File: src/logic/osr_map.svh
`ifndef OSR_MAP_SVH
`define OSR_MAP_SVH
// ==========================================================
// register indices (byte address = index * 4)
`define OSR_BLK_MULTI 4'h8
`define OSR_CH_STATUS 4'h5
`define OSR_CH_SRC 4'h9
`define OSR_CH_FIRST_H 4'hA
`define OSR_CH_FIRST_L 4'hB
`define OSR_CH_LAST_H 4'hC
`define OSR_CH_LAST_L 4'hD
`define OSR_MC_PIX_H 4'h0
`define OSR_MC_PIX_L 4'h1
`define OSR_MC_COL 4'h2
`define OSR_MC_ROW_H 4'h3
`define OSR_MC_ROW_L 4'h4
`define OSR_MC_LOSS 4'h5
`define OSR_MC_TRIG 4'h6
`define OSR_MC_CTRL 4'h7
// ==========================================================
// field positions
`define OSR_ST_LOST 0
`define OSR_ST_BLANK 1
`define OSR_ST_IMM 2
`define OSR_CTL_COL 3
`define OSR_CTL_ROW 4
// ==========================================================
// limits, reset values, timing
`define OSR_COL_MAX 8'hB1
`define OSR_ROW_MAX 9'h1FF
`define OSR_RST_BYTE 8'h00
`define OSR_LINE_NS 63556
`define OSR_CLK_NS 100
`define OSR_LINE_CYC ((`OSR_LINE_NS) / (`OSR_CLK_NS))
`endif

File: src/logic/osr_regs_unused_note.sv
`default_nettype none
`default_nettype wire

File: src/logic/osr_pkg.sv
`default_nettype none
package osr_pkg;
  typedef enum logic [1:0] {
    OSR_MW_IDLE = 2'b00,
    OSR_MW_REQ = 2'b01,
    OSR_MW_STEP = 2'b10
  } osr_mw_e;
  typedef struct packed {
    logic [2:0] chan;
    logic [7:0] col;
    logic [8:0] row;
    logic [15:0] data;
  } osr_memwr_s;
  typedef struct packed {
    logic [7:0] src;
    logic [8:0] first;
    logic [8:0] last;
  } osr_share_s;
endpackage : osr_pkg
`default_nettype wire

File: src/logic/osr_regs.sv
// Behaviour
// - per-channel source mask; lowest set bit of own parity supplies data
// - first line is 9 bits, msb in bit 0 of high register
// - first line commits from both halves only on low write
// - last line is 9 bits, msb in bit 0 of high register
// - last line commits only on low write
// - commit applies at once if immediate flag, else at field start
// - pixel group is 16 bits, leftmost pixel in top nibble
// - column index 8 bits, valid 0..177
// - column auto step after multi-write, saturating at 177
// - row index 9 bits, msb in bit 0 of high register
// - row auto step after multi-write, saturating at 511
// - sync loss register, one flag per channel, zero when all valid
// - flag sets when sync absent longer than one line period
// - trigger bit n writes pixel group at column/row to channel n
// - trigger register clears itself when all writes complete
// - control register: row step bit 4, column step bit 3
// - overlay key low selects fill, high selects camera
// - lines first..last fetched from source channel, others own
// - sync loss flag clears when valid sync seen again
// - suppress bit forces overlay key inactive
//
// Local design decisions: the register offsets and the APB slave port.
`include "osr_map.svh"
`default_nettype none
module osr_regs
  import osr_pkg::*;
#(
  parameter int NCH = 8,
  parameter logic [9:0] LINE_CYC = 10'(`OSR_LINE_CYC)
)
(
  // clock and reset
  input wire logic pclk,
  input wire logic presetn,
  // apb slave
  input wire logic psel,
  input wire logic penable,
  input wire logic pwrite,
  input wire logic [31:0] paddr,
  input wire logic [31:0] pwdata,
  output logic [31:0] prdata,
  output logic pready,
  output logic pslverr,
  // video timing
  input wire logic [7:0] sync_in,
  input wire logic field_start,
  input wire logic [7:0] gfx_on,
  output logic [7:0] overlay_key_n,
  // display fetch
  input wire logic fetch_req,
  input wire logic [2:0] fetch_chan,
  input wire logic [8:0] fetch_line,
  output logic fetch_valid,
  output logic [2:0] fetch_mem_chan,
  // frame memory write
  output logic mem_wr_req,
  output osr_memwr_s mem_wr,
  input wire logic mem_wr_ack
);
  // ==========================================================
  // apb decode
  logic [7:0] idx;
  logic [3:0] blk;
  logic [3:0] rg;
  logic hit;
  logic pready_reg, pready_next;
  logic pslverr_reg, pslverr_next;
  logic [31:0] prdata_reg, prdata_next;
  logic wr;
  osr_mw_e mw_reg, mw_next;

  assign idx = paddr[9:2];
  assign blk = idx[7:4];
  assign rg = idx[3:0];
  always_comb
  begin
    hit = 1'b0;
    if (paddr[31:10] == 22'h000000 && paddr[1:0] == 2'h0)
    begin
      if (blk == `OSR_BLK_MULTI)
        hit = (rg <= `OSR_MC_CTRL);
      else if (blk < `OSR_BLK_MULTI)
        hit = (rg == `OSR_CH_STATUS) ||
              (rg >= `OSR_CH_SRC && rg <= `OSR_CH_LAST_L);
    end
  end
  assign wr = psel & penable & pready_reg & pwrite & ~pslverr_reg;

  // ==========================================================
  // register storage
  logic [7:0] src_reg [NCH];
  logic [7:0] src_next [NCH];
  logic fh_reg [NCH];
  logic fh_next [NCH];
  logic [7:0] fl_reg [NCH];
  logic [7:0] fl_next [NCH];
  logic lh_reg [NCH];
  logic lh_next [NCH];
  logic [7:0] ll_reg [NCH];
  logic [7:0] ll_next [NCH];
  osr_share_s pend_reg [NCH];
  osr_share_s pend_next [NCH];
  osr_share_s act_reg [NCH];
  osr_share_s act_next [NCH];
  logic [7:0] pendf_reg, pendf_next;
  logic [7:0] blank_reg, blank_next;
  logic [7:0] imm_reg, imm_next;
  logic [7:0] lost_reg, lost_next;
  logic [15:0] pix_reg, pix_next;
  logic [7:0] col_reg, col_next;
  logic [8:0] row_reg, row_next;
  logic [7:0] trig_reg, trig_next;
  logic col_step_reg, col_step_next;
  logic row_step_reg, row_step_next;

  always_comb
  begin
    pready_next = psel & ~penable;
    pslverr_next = psel & ~penable & ~hit;
    prdata_next = 32'h00000000;
    if (psel && !penable && hit)
    begin
      if (blk == `OSR_BLK_MULTI)
        case (rg)
          `OSR_MC_PIX_H: prdata_next[7:0] = pix_reg[15:8];
          `OSR_MC_PIX_L: prdata_next[7:0] = pix_reg[7:0];
          `OSR_MC_COL: prdata_next[7:0] = col_reg;
          `OSR_MC_ROW_H: prdata_next[0] = row_reg[8];
          `OSR_MC_ROW_L: prdata_next[7:0] = row_reg[7:0];
          `OSR_MC_LOSS: prdata_next[7:0] = lost_reg;
          `OSR_MC_TRIG: prdata_next[7:0] = trig_reg;
          `OSR_MC_CTRL:
          begin
            prdata_next[`OSR_CTL_COL] = col_step_reg;
            prdata_next[`OSR_CTL_ROW] = row_step_reg;
          end
          default: prdata_next = 32'h00000000;
        endcase
      else
        case (rg)
          `OSR_CH_STATUS:
          begin
            prdata_next[`OSR_ST_LOST] = lost_reg[blk[2:0]];
            prdata_next[`OSR_ST_BLANK] = blank_reg[blk[2:0]];
            prdata_next[`OSR_ST_IMM] = imm_reg[blk[2:0]];
          end
          `OSR_CH_SRC: prdata_next[7:0] = src_reg[blk[2:0]];
          `OSR_CH_FIRST_H: prdata_next[0] = fh_reg[blk[2:0]];
          `OSR_CH_FIRST_L: prdata_next[7:0] = fl_reg[blk[2:0]];
          `OSR_CH_LAST_H: prdata_next[0] = lh_reg[blk[2:0]];
          `OSR_CH_LAST_L: prdata_next[7:0] = ll_reg[blk[2:0]];
          default: prdata_next = 32'h00000000;
        endcase
    end
  end

  // ==========================================================
  // per-channel share registers and commit
  always_comb
  begin
    pendf_next = pendf_reg;
    blank_next = blank_reg;
    imm_next = imm_reg;
    for (int c = 0; c < NCH; c++)
    begin
      src_next[c] = src_reg[c];
      fh_next[c] = fh_reg[c];
      fl_next[c] = fl_reg[c];
      lh_next[c] = lh_reg[c];
      ll_next[c] = ll_reg[c];
      pend_next[c] = pend_reg[c];
      act_next[c] = act_reg[c];
      if (field_start && pendf_reg[c])
      begin
        act_next[c] = pend_reg[c];
        pendf_next[c] = 1'b0;
      end
      if (wr && blk == 4'(c))
      begin
        case (rg)
          `OSR_CH_STATUS:
          begin
            blank_next[c] = pwdata[`OSR_ST_BLANK];
            imm_next[c] = pwdata[`OSR_ST_IMM];
          end
          `OSR_CH_SRC:
          begin
            src_next[c] = pwdata[7:0];
            pend_next[c].src = pwdata[7:0];
          end
          `OSR_CH_FIRST_H: fh_next[c] = pwdata[0];
          `OSR_CH_FIRST_L:
          begin
            fl_next[c] = pwdata[7:0];
            pend_next[c].first = {fh_reg[c], pwdata[7:0]};
          end
          `OSR_CH_LAST_H: lh_next[c] = pwdata[0];
          `OSR_CH_LAST_L:
          begin
            ll_next[c] = pwdata[7:0];
            pend_next[c].last = {lh_reg[c], pwdata[7:0]};
          end
          default: pend_next[c] = pend_reg[c];
        endcase
        if (rg == `OSR_CH_SRC || rg == `OSR_CH_FIRST_L ||
            rg == `OSR_CH_LAST_L)
        begin
          if (imm_reg[c])
          begin
            act_next[c] = pend_next[c];
            pendf_next[c] = 1'b0;
          end
          else
            pendf_next[c] = 1'b1;
        end
      end
    end
  end

  // ==========================================================
  // multichannel registers and multi-write engine
  function automatic logic [3:0] osr_lowest(input logic [7:0] m);
    logic [3:0] r;
    r = 4'h0;
    for (int i = 7; i >= 0; i--)
      if (m[i])
        r = {1'b1, 3'(i)};
    return r;
  endfunction : osr_lowest

  logic mem_req_reg, mem_req_next;
  osr_memwr_s memwr_reg, memwr_next;
  logic [7:0] trig_left;
  logic [3:0] low;

  always_comb
  begin
    pix_next = pix_reg;
    col_next = col_reg;
    row_next = row_reg;
    trig_next = trig_reg;
    col_step_next = col_step_reg;
    row_step_next = row_step_reg;
    mw_next = mw_reg;
    // multichannel writes are refused while the engine runs
    if (wr && blk == `OSR_BLK_MULTI && mw_reg == OSR_MW_IDLE)
      case (rg)
        `OSR_MC_PIX_H: pix_next[15:8] = pwdata[7:0];
        `OSR_MC_PIX_L: pix_next[7:0] = pwdata[7:0];
        `OSR_MC_COL: col_next = pwdata[7:0];
        `OSR_MC_ROW_H: row_next[8] = pwdata[0];
        `OSR_MC_ROW_L: row_next[7:0] = pwdata[7:0];
        `OSR_MC_TRIG: trig_next = pwdata[7:0];
        `OSR_MC_CTRL:
        begin
          col_step_next = pwdata[`OSR_CTL_COL];
          row_step_next = pwdata[`OSR_CTL_ROW];
        end
        default: pix_next = pix_reg;
      endcase
    trig_left = trig_reg;
    case (mw_reg)
      OSR_MW_IDLE:
        if (trig_reg != 8'h00)
          mw_next = OSR_MW_REQ;
      OSR_MW_REQ:
        if (mem_req_reg && mem_wr_ack)
        begin
          trig_left[memwr_reg.chan] = 1'b0;
          trig_next = trig_left;
          if (trig_left == 8'h00)
            mw_next = OSR_MW_STEP;
        end
      OSR_MW_STEP:
      begin
        if (col_step_reg && col_reg < `OSR_COL_MAX)
          col_next = 8'(col_reg + 8'h01);
        if (row_step_reg && row_reg < `OSR_ROW_MAX)
          row_next = 9'(row_reg + 9'h001);
        mw_next = OSR_MW_IDLE;
      end
      default: mw_next = OSR_MW_IDLE;
    endcase
    low = osr_lowest(trig_next);
    mem_req_next = (mw_next == OSR_MW_REQ) && low[3];
    memwr_next.chan = low[2:0];
    memwr_next.col = col_reg;
    memwr_next.row = row_reg;
    memwr_next.data = pix_reg;
  end

  // ==========================================================
  // sync loss detection
  logic [7:0] sync_meta_reg, sync_s_reg, sync_d_reg;
  logic [9:0] cnt_reg [NCH];
  logic [9:0] cnt_next [NCH];
  logic [7:0] sync_edge;

  assign sync_edge = sync_s_reg & ~sync_d_reg;
  always_comb
  begin
    lost_next = lost_reg;
    for (int c = 0; c < NCH; c++)
    begin
      cnt_next[c] = cnt_reg[c];
      if (sync_edge[c])
      begin
        cnt_next[c] = 10'h000;
        lost_next[c] = 1'b0;
      end
      else if (cnt_reg[c] == LINE_CYC)
        lost_next[c] = 1'b1;
      else
        cnt_next[c] = 10'(cnt_reg[c] + 10'h001);
    end
  end

  // ==========================================================
  // overlay key and fetch source
  logic [7:0] key_n_reg, key_n_next;
  logic fv_reg, fv_next;
  logic [2:0] fch_reg, fch_next;
  logic [7:0] par_mask;
  logic [3:0] fsrc;
  osr_share_s fact;

  always_comb
  begin
    key_n_next = ~(gfx_on & ~blank_reg);
    fact = act_reg[fetch_chan];
    par_mask = fetch_chan[0] ? 8'hAA : 8'h55;
    fsrc = osr_lowest(fact.src & par_mask);
    fv_next = fetch_req;
    fch_next = fetch_chan;
    if (fetch_req && fsrc[3] && fetch_line >= fact.first &&
        fetch_line <= fact.last)
      fch_next = fsrc[2:0];
  end

  // ==========================================================
  // registers
  always_ff @(posedge pclk or negedge presetn)
  begin
    if (!presetn)
    begin
      pready_reg <= 1'b0;
      pslverr_reg <= 1'b0;
      prdata_reg <= 32'h00000000;
      pendf_reg <= `OSR_RST_BYTE;
      blank_reg <= `OSR_RST_BYTE;
      imm_reg <= `OSR_RST_BYTE;
      lost_reg <= `OSR_RST_BYTE;
      pix_reg <= 16'h0000;
      col_reg <= `OSR_RST_BYTE;
      row_reg <= 9'h000;
      trig_reg <= `OSR_RST_BYTE;
      col_step_reg <= 1'b0;
      row_step_reg <= 1'b0;
      mw_reg <= OSR_MW_IDLE;
      mem_req_reg <= 1'b0;
      memwr_reg <= '0;
      sync_meta_reg <= 8'h00;
      sync_s_reg <= 8'h00;
      sync_d_reg <= 8'h00;
      key_n_reg <= 8'hFF;
      fv_reg <= 1'b0;
      fch_reg <= 3'h0;
      for (int c = 0; c < NCH; c++)
      begin
        src_reg[c] <= `OSR_RST_BYTE;
        fh_reg[c] <= 1'b0;
        fl_reg[c] <= `OSR_RST_BYTE;
        lh_reg[c] <= 1'b0;
        ll_reg[c] <= `OSR_RST_BYTE;
        pend_reg[c] <= '0;
        act_reg[c] <= '0;
        cnt_reg[c] <= 10'h000;
      end
    end
    else
    begin
      pready_reg <= pready_next;
      pslverr_reg <= pslverr_next;
      prdata_reg <= prdata_next;
      pendf_reg <= pendf_next;
      blank_reg <= blank_next;
      imm_reg <= imm_next;
      lost_reg <= lost_next;
      pix_reg <= pix_next;
      col_reg <= col_next;
      row_reg <= row_next;
      trig_reg <= trig_next;
      col_step_reg <= col_step_next;
      row_step_reg <= row_step_next;
      mw_reg <= mw_next;
      mem_req_reg <= mem_req_next;
      memwr_reg <= memwr_next;
      sync_meta_reg <= sync_in;
      sync_s_reg <= sync_meta_reg;
      sync_d_reg <= sync_s_reg;
      key_n_reg <= key_n_next;
      fv_reg <= fv_next;
      fch_reg <= fch_next;
      for (int c = 0; c < NCH; c++)
      begin
        src_reg[c] <= src_next[c];
        fh_reg[c] <= fh_next[c];
        fl_reg[c] <= fl_next[c];
        lh_reg[c] <= lh_next[c];
        ll_reg[c] <= ll_next[c];
        pend_reg[c] <= pend_next[c];
        act_reg[c] <= act_next[c];
        cnt_reg[c] <= cnt_next[c];
      end
    end
  end

  assign prdata = prdata_reg;
  assign pready = pready_reg;
  assign pslverr = pslverr_reg;
  assign overlay_key_n = key_n_reg;
  assign fetch_valid = fv_reg;
  assign fetch_mem_chan = fch_reg;
  assign mem_wr_req = mem_req_reg;
  assign mem_wr = memwr_reg;
endmodule : osr_regs
`default_nettype wire

File: config.mk
export PLATFORM = sky130hd
export DESIGN_NAME = osr_regs
export DESIGN_NICKNAME = d
export VERILOG_FILES = /design/src/logic/osr_regs_unused_note.sv /design/src/logic/osr_pkg.sv /design/src/logic/osr_regs.sv
export VERILOG_INCLUDE_DIRS = /design/src /design/src/logic
export SDC_FILE = /design/constraint.sdc
export NUM_CORES = 2
export LEC_CHECK = 0
export BUFFER_PORTS_ARGS = -buffer_cell sky130_fd_sc_hd__buf_2
export CAP_MARGIN = 15
export CORE_AREA = 2 2 223 335
export DETAILED_ROUTE_END_ITERATION = 12
export DIE_AREA = 0 0 225 337
export PLACE_DENSITY = 0.76
export SLEW_MARGIN = 20
export SYNTH_ARGS = -nofsm -noshare
export SYNTH_HDL_FRONTEND = slang
export SYNTH_SLANG_ARGS = --single-unit
File: constraint.sdc
create_clock -name pclk -period 2.7 [get_ports pclk]
set_input_delay 0.27 -clock pclk [delete_from_list [all_inputs] [get_ports pclk]]
set_output_delay 0.27 -clock pclk [all_outputs]
set_load 0.01 [all_outputs]
; After elaboration in Yosys (flattened, before gate mapping)
; Index checks and enable logic that the tools add are counted.
[op_classes]
add_sub_neg = 10
multipliers = 0
div = 0
magnitude_cmp = 13
eq_ne = 39
n_shift = 0
n_mux = 193
n_bitwise = 19
reduce_logical = 100
[op_table]
columns = cell, count
row1 = 26-bit 2-to-1 mux, 34
row2 = 8-bit 2-to-1 mux, 26
row3 = 9-bit 2-to-1 mux, 19
row4 = 10-bit 2-to-1 mux, 16
row5 = 2-bit AND reduction, 51
row6 = "10-bit by 1-bit adder with 10-bit output, second input constant", 8
row7 = "10-bit == test, second input constant", 8
row8 = 26-bit binary-select mux with 3-bit select, 1
row9 = 8-bit binary-select mux with 3-bit select, 3
row10 = 4-bit 2-to-1 mux, 16
row11 = 1-bit 2-to-1 mux, 60
row12 = 8-bit AND, 4
row13 = "4-bit by 3-bit == test with 1-bit output, second input constant", 8
row14 = 8-bit NOT, 4
row15 = 1-bit logical AND, 30
row16 = "4-bit == test, second input constant", 6
row17 = 22-bit logical NOT, 1
row18 = 3-bit case mux with 6 select lines, 1
row19 = "4-bit by 2-bit == test with 1-bit output, second input constant", 4
row20 = "2-bit != test, second input constant", 8
row21 = 2-bit nonzero test, 8
row22 = 1-bit binary-select mux with 3-bit select, 5
row23 = 5-bit case mux with 3 select lines, 1
row24 = 2-bit case mux with 7 select lines, 1
row25 = 32 further kinds, 51
[totals]
register_bits = 888
latchBits = 0
mem_bits_rw = 0
romBits = 0
inputBits = 100
output_inout_bits = 83
elab_cells = 517
mem_count = 0

; Longest topological paths before layout
[logic_depth]
ltp_word = 18
depth_mapped = 12
depth_no_buf = 9

; Least setup slack after synthesis
; No wires, ideal clock.
[synth_path]
kind = in2reg
startpoint = input port fetch_chan[1]
endpoint = register fch_reg[1] (netlist: fetch_mem_chan[1])
setup_ns = 0.078
arrival_ns = 3.114
slack_ns = -0.492
path_stages = 12
path_buffers = 3
cell_sequence = clkbuf_1 clkbuf_1 buf_1 mux4_2 mux2i_1 ha_1 a211o_1 a21oi_1 o21ai_0 o22a_1 and2_1 a21oi_1
[synth_via]
elab_chain_len = 17
[synth_rtl]
columns = element, line
row1 = from (decl), osr_regs.sv:52  ; input wire logic [2:0] fetch_chan,
row2 = 3-bit NOT with 4-bit output (implied by the code), osr_regs.sv:331  ; fact = act_reg[fetch_chan];
row3 = 26-bit binary-select mux with 3-bit select, osr_regs.sv:331
row4 = 26-bit 2-to-1 mux (implied by the code) (2 in series), osr_regs.sv:331
row5 = 8-bit AND, osr_regs.sv:333  ; fsrc = osr_lowest(fact.src & par_mask);
row6 = 4-bit 2-to-1 mux (8 in series), osr_regs.sv:227  ; if (m[i])
row7 = 1-bit logical AND (3 in series), osr_regs.sv:336  ; if (fetch_req && fsrc[3] && fetch_line >= fact.first &&
row8 = 3-bit 2-to-1 mux (*), osr_regs.sv:336
row9 = net fch_next[1], osr_regs.sv:323  ; logic [2:0] fch_reg, fch_next;
row10 = to (signal assigned), osr_regs.sv:404  ; fch_reg <= fch_next;
row11 = to (decl), osr_regs.sv:323
; The timed path passes the listed nets; every way through them passes the cells marked *. The select of a mux whose other input is x is not followed.
; A chain may end at the register's enable or synchronous reset.

; Worst setup path in the final report
[layout_path]
startpoint = register pslverr_reg (netlist: pslverr)
endpoint = register src_reg[54] (netlist name)
[layout_via]
elab_chain_len = 4
[layout_rtl]
columns = element, line
row1 = from (decl), osr_regs.sv:68  ; logic pslverr_reg, pslverr_next;
row2 = from (signal assigned), osr_regs.sv:384  ; pslverr_reg <= pslverr_next;
row3 = 1-bit NOT, osr_regs.sv:88  ; assign wr = psel & penable & pready_reg & pwrite & ~pslverr_reg;
row4 = 1-bit AND, osr_regs.sv:88
row5 = 1-bit logical AND, osr_regs.sv:179  ; if (wr && blk == 4'(c))
row6 = 2-bit AND reduction (no line), -
row7 = "to (signal, indexed assignment)", osr_regs.sv:371  ; src_reg[c] <= `OSR_RST_BYTE;
row8 = "to (signal, indexed assignment)", osr_regs.sv:407  ; src_reg[c] <= src_next[c];
row9 = to (decl), osr_regs.sv:92  ; logic [7:0] src_reg [NCH];
; No other way between the ends.

==> results_dict.tcl <==
set metrics [dict create \
    clkLatencyLatePin_ns 0.64 \
    ys_seq_area_share_pct 55.22 \
    pwr_density_cell_nw_per_um2 606.2 \
    worstPathRequired_ns 3.21 \
    routedWlPerCell_um 23.44 \
    grt.total_usage_pct 26.90 \
    nets 3386 \
    pre_cts_slack_ns -0.2823 \
    fin_skew_ns 0.02811 \
    ys_types 81 \
    num_rows 122 \
    crit_arrival_ns 3.17 \
    slew_viol_final 0 \
    setup_viol 0 \
    cts_buffers 76 \
    dpl.cell_count 4083 \
    overflow 0 \
    crit_type "flop to flop" \
    core_area_um2 73120 \
    outcome "finished clean" \
    drc 0 \
    relSlewSlack_pct 41.97 \
    synth_edf_count 0 \
    setup_slack_ns 0.03610 \
    final_cell_mix "792 x dfrtp_1, 353 x mux2_2, 237 x nor2_1, 224 x nand2_1, 155 x buf_4" \
    initial_utilization_pct 49.60 \
    via_per_inst 6.051 \
    io_pins 183 \
    antenna_found_initial 1 \
    critPathLaunchType "flop" \
    peakVddDrop_uv 650.8 \
    first_pass_iters 6 \
    drt_iter0_markers 2286 \
    drive_gt1_share_pct 28.46 \
    max_clock_freq_mhz 375.4 \
    cts_sinks 800 \
    multi_input_area_um2 14900 \
    netlist_instances 3053 \
    rsz0062_at_grt "no" \
    area_delta_synth_final_pct 15.11 \
    worstPathMaxFanout 13 \
    finalHoldViolCount 0 \
    numPortBuffers 134 \
    holdWs_ns 0.03290 \
    stdcell_count 4252 \
    clk_path_buf_depth 3 \
    syn_area_um2 36270 \
    antenna_left 0 \
    ys_seq_elements 800 \
    dieArea_um2 75830 \
    final.min_clock_period_ns 2.664 \
    cts.clk_slew.worst_paths_ns 0.06 \
    max_slew.worst_pin.slew_ns 0.8647 \
    synth-async-reset-ratio_pct 100.0 \
    die_w_um 225 \
    fin_tns_setup_ns 0 \
    min_path_type "input port to flop" \
    post-dp-hpwl_um 69210 \
    critPathCaptureType "flop" \
    fill_cells 5777 \
    die_h_um 337 \
    place_congestion 0.9552 \
    p_leak_nw 20.01 \
    drt-total-wl_um 99670 \
    drv_cap 0 \
    vias 25730 \
    grt_pass1_wl_um 155700 \
    mostFrequentLayoutCell "dfrtp_1" \
    cts_root_buffer "clkbuf_16" \
    grt_pass1_vias 26430 \
    ys_warn_count 0 \
    avgSynthCellArea_um2 11.88 \
    final-seq-area_um2 20030 \
    min_period_over_period_pct 98.66 \
    grt_max_degree 100 \
    power_mw 25.31 \
    h-tree-depth 3 \
    cts_tree "built" \
    synthFlopType "dfrtp_1" \
]
[logic make-up (layout without fill, tap and decap cells)]
group | Yosys count | in the layout | synth area share, %
compound gates | 558 | 558 | 9.625
xor+xnor | 60 | 60 | 1.449
fa+ha+maj | 29 | 29 | 1.000
buf+inv | 344 | 588 | 3.964
flops | 800 | 800 | 55.22
mux | 513 | 513 | 18.92
other cells | 1 | 26 | 0.01034
simple gates | 748 | 748 | 9.811
[routing by layer]
metal  wire length, um  GRT usage [%]  part of all wire [%]
met5                 0              0                     0
met4              7086          17.61                   7.1
met3              6000          4.070                   6.0
met2             49500          45.20                    50
met1             37090          32.26                    37
[Yosys cell counts, types with 9 or more instances]
cell	count	area, um2
buf_2	39	195.2
buf_4	26	195.2
mux2i_1	52	520.5
o21a_1	35	262.8
xor2_1	50	437.9
dfrtp_1	792	19820
a21oi_1	131	655.6
mux4_2	102	2297
nor3_1	27	135.1
nor2_1	239	897.1
o21ai_0	114	570.6
a211oi_1	9	67.56
nand2b_1	29	181.4
inv_1	108	405.4
nand3b_1	9	67.56
o22a_1	37	324.1
buf_1	15	56.30
xnor2_1	10	87.58
nor4_1	18	112.6
nand2_2	14	87.58
nor2b_1	22	137.6
ha_1	29	362.9
nand4_1	23	143.9
mux2_2	353	3975
o22ai_1	148	925.9
and3_1	22	137.6
clkbuf_1	156	585.6
a22oi_1	17	127.6
nand2_1	224	840.8
and2_1	15	93.84
nand3_1	57	285.3
[worst paths after layout]
check                                    to  slack [ns]  cells past startpoint              from
min in group asynchronous  sync_meta_reg[6]        0.18                      2           presetn
min reg2reg                   sync_s_reg[3]        0.34                      0  sync_meta_reg[3]
min                                 pslverr        0.03                      4         paddr[14]
max reg2reg                     src_reg[54]        0.04                      7           pslverr
max in group asynchronous      pend_reg[58]        1.49                      3           presetn
max                             src_reg[54]        0.04                      7           pslverr
[what timing repair did]
| action | CTS | global route |
|---|---|---|
| setup buffers | 0 | 2 |
| endpoints found under the hold margin | 71 | 0 |
| hold buffers | 24 | 0 |
| gates resized for setup | 0 | 2 |
| setup endpoints to repair | 0 | 32 |
[power breakdown]
part           switching (mW)  total (mW)  internal, mW
Combinational            1.01        1.60         0.592
Sequential              0.261        12.5          12.3
Clock                    4.77        11.2          6.42
[critical path, stage by stage, from the launching register on]
cell	delay, ns
dfrtp_1	0.38
nand3b_1	0.24
or4_1	0.54
buf_4	0.25
nor2_2	0.24
buf_4	0.19
nand2_2	0.29
mux2_2	0.40
[layout make-up]
| cell class | count | share of cell area (%) |
|---|---|---|
| clock inverters | 33 | 0.9920 |
| flip-flops and latches | 800 | 47.97 |
| repair buffers | 339 | 6.311 |
| multi-input cells | 1932 | 35.69 |
| well taps | 930 | 2.787 |
| clock buffers | 108 | 5.260 |
| inverters | 108 | 0.9710 |
| diodes | 2 | 0.01199 |
[through the flow]
| step | cell area [um2] | utilization (%) |
|---|---|---|
| 6_report | 41750 | 57.10 |
| 5_1_grt | 41750 | 57.09 |
| 4_1_cts | 41720 | 57.06 |
| 3_5_place_dp | 38870 | 53.16 |
| 3_3_place_gp | 38870 | 53.16 |
| 2_1_floorplan | 36380 | - |
Power figures use the tool's default switching activity.
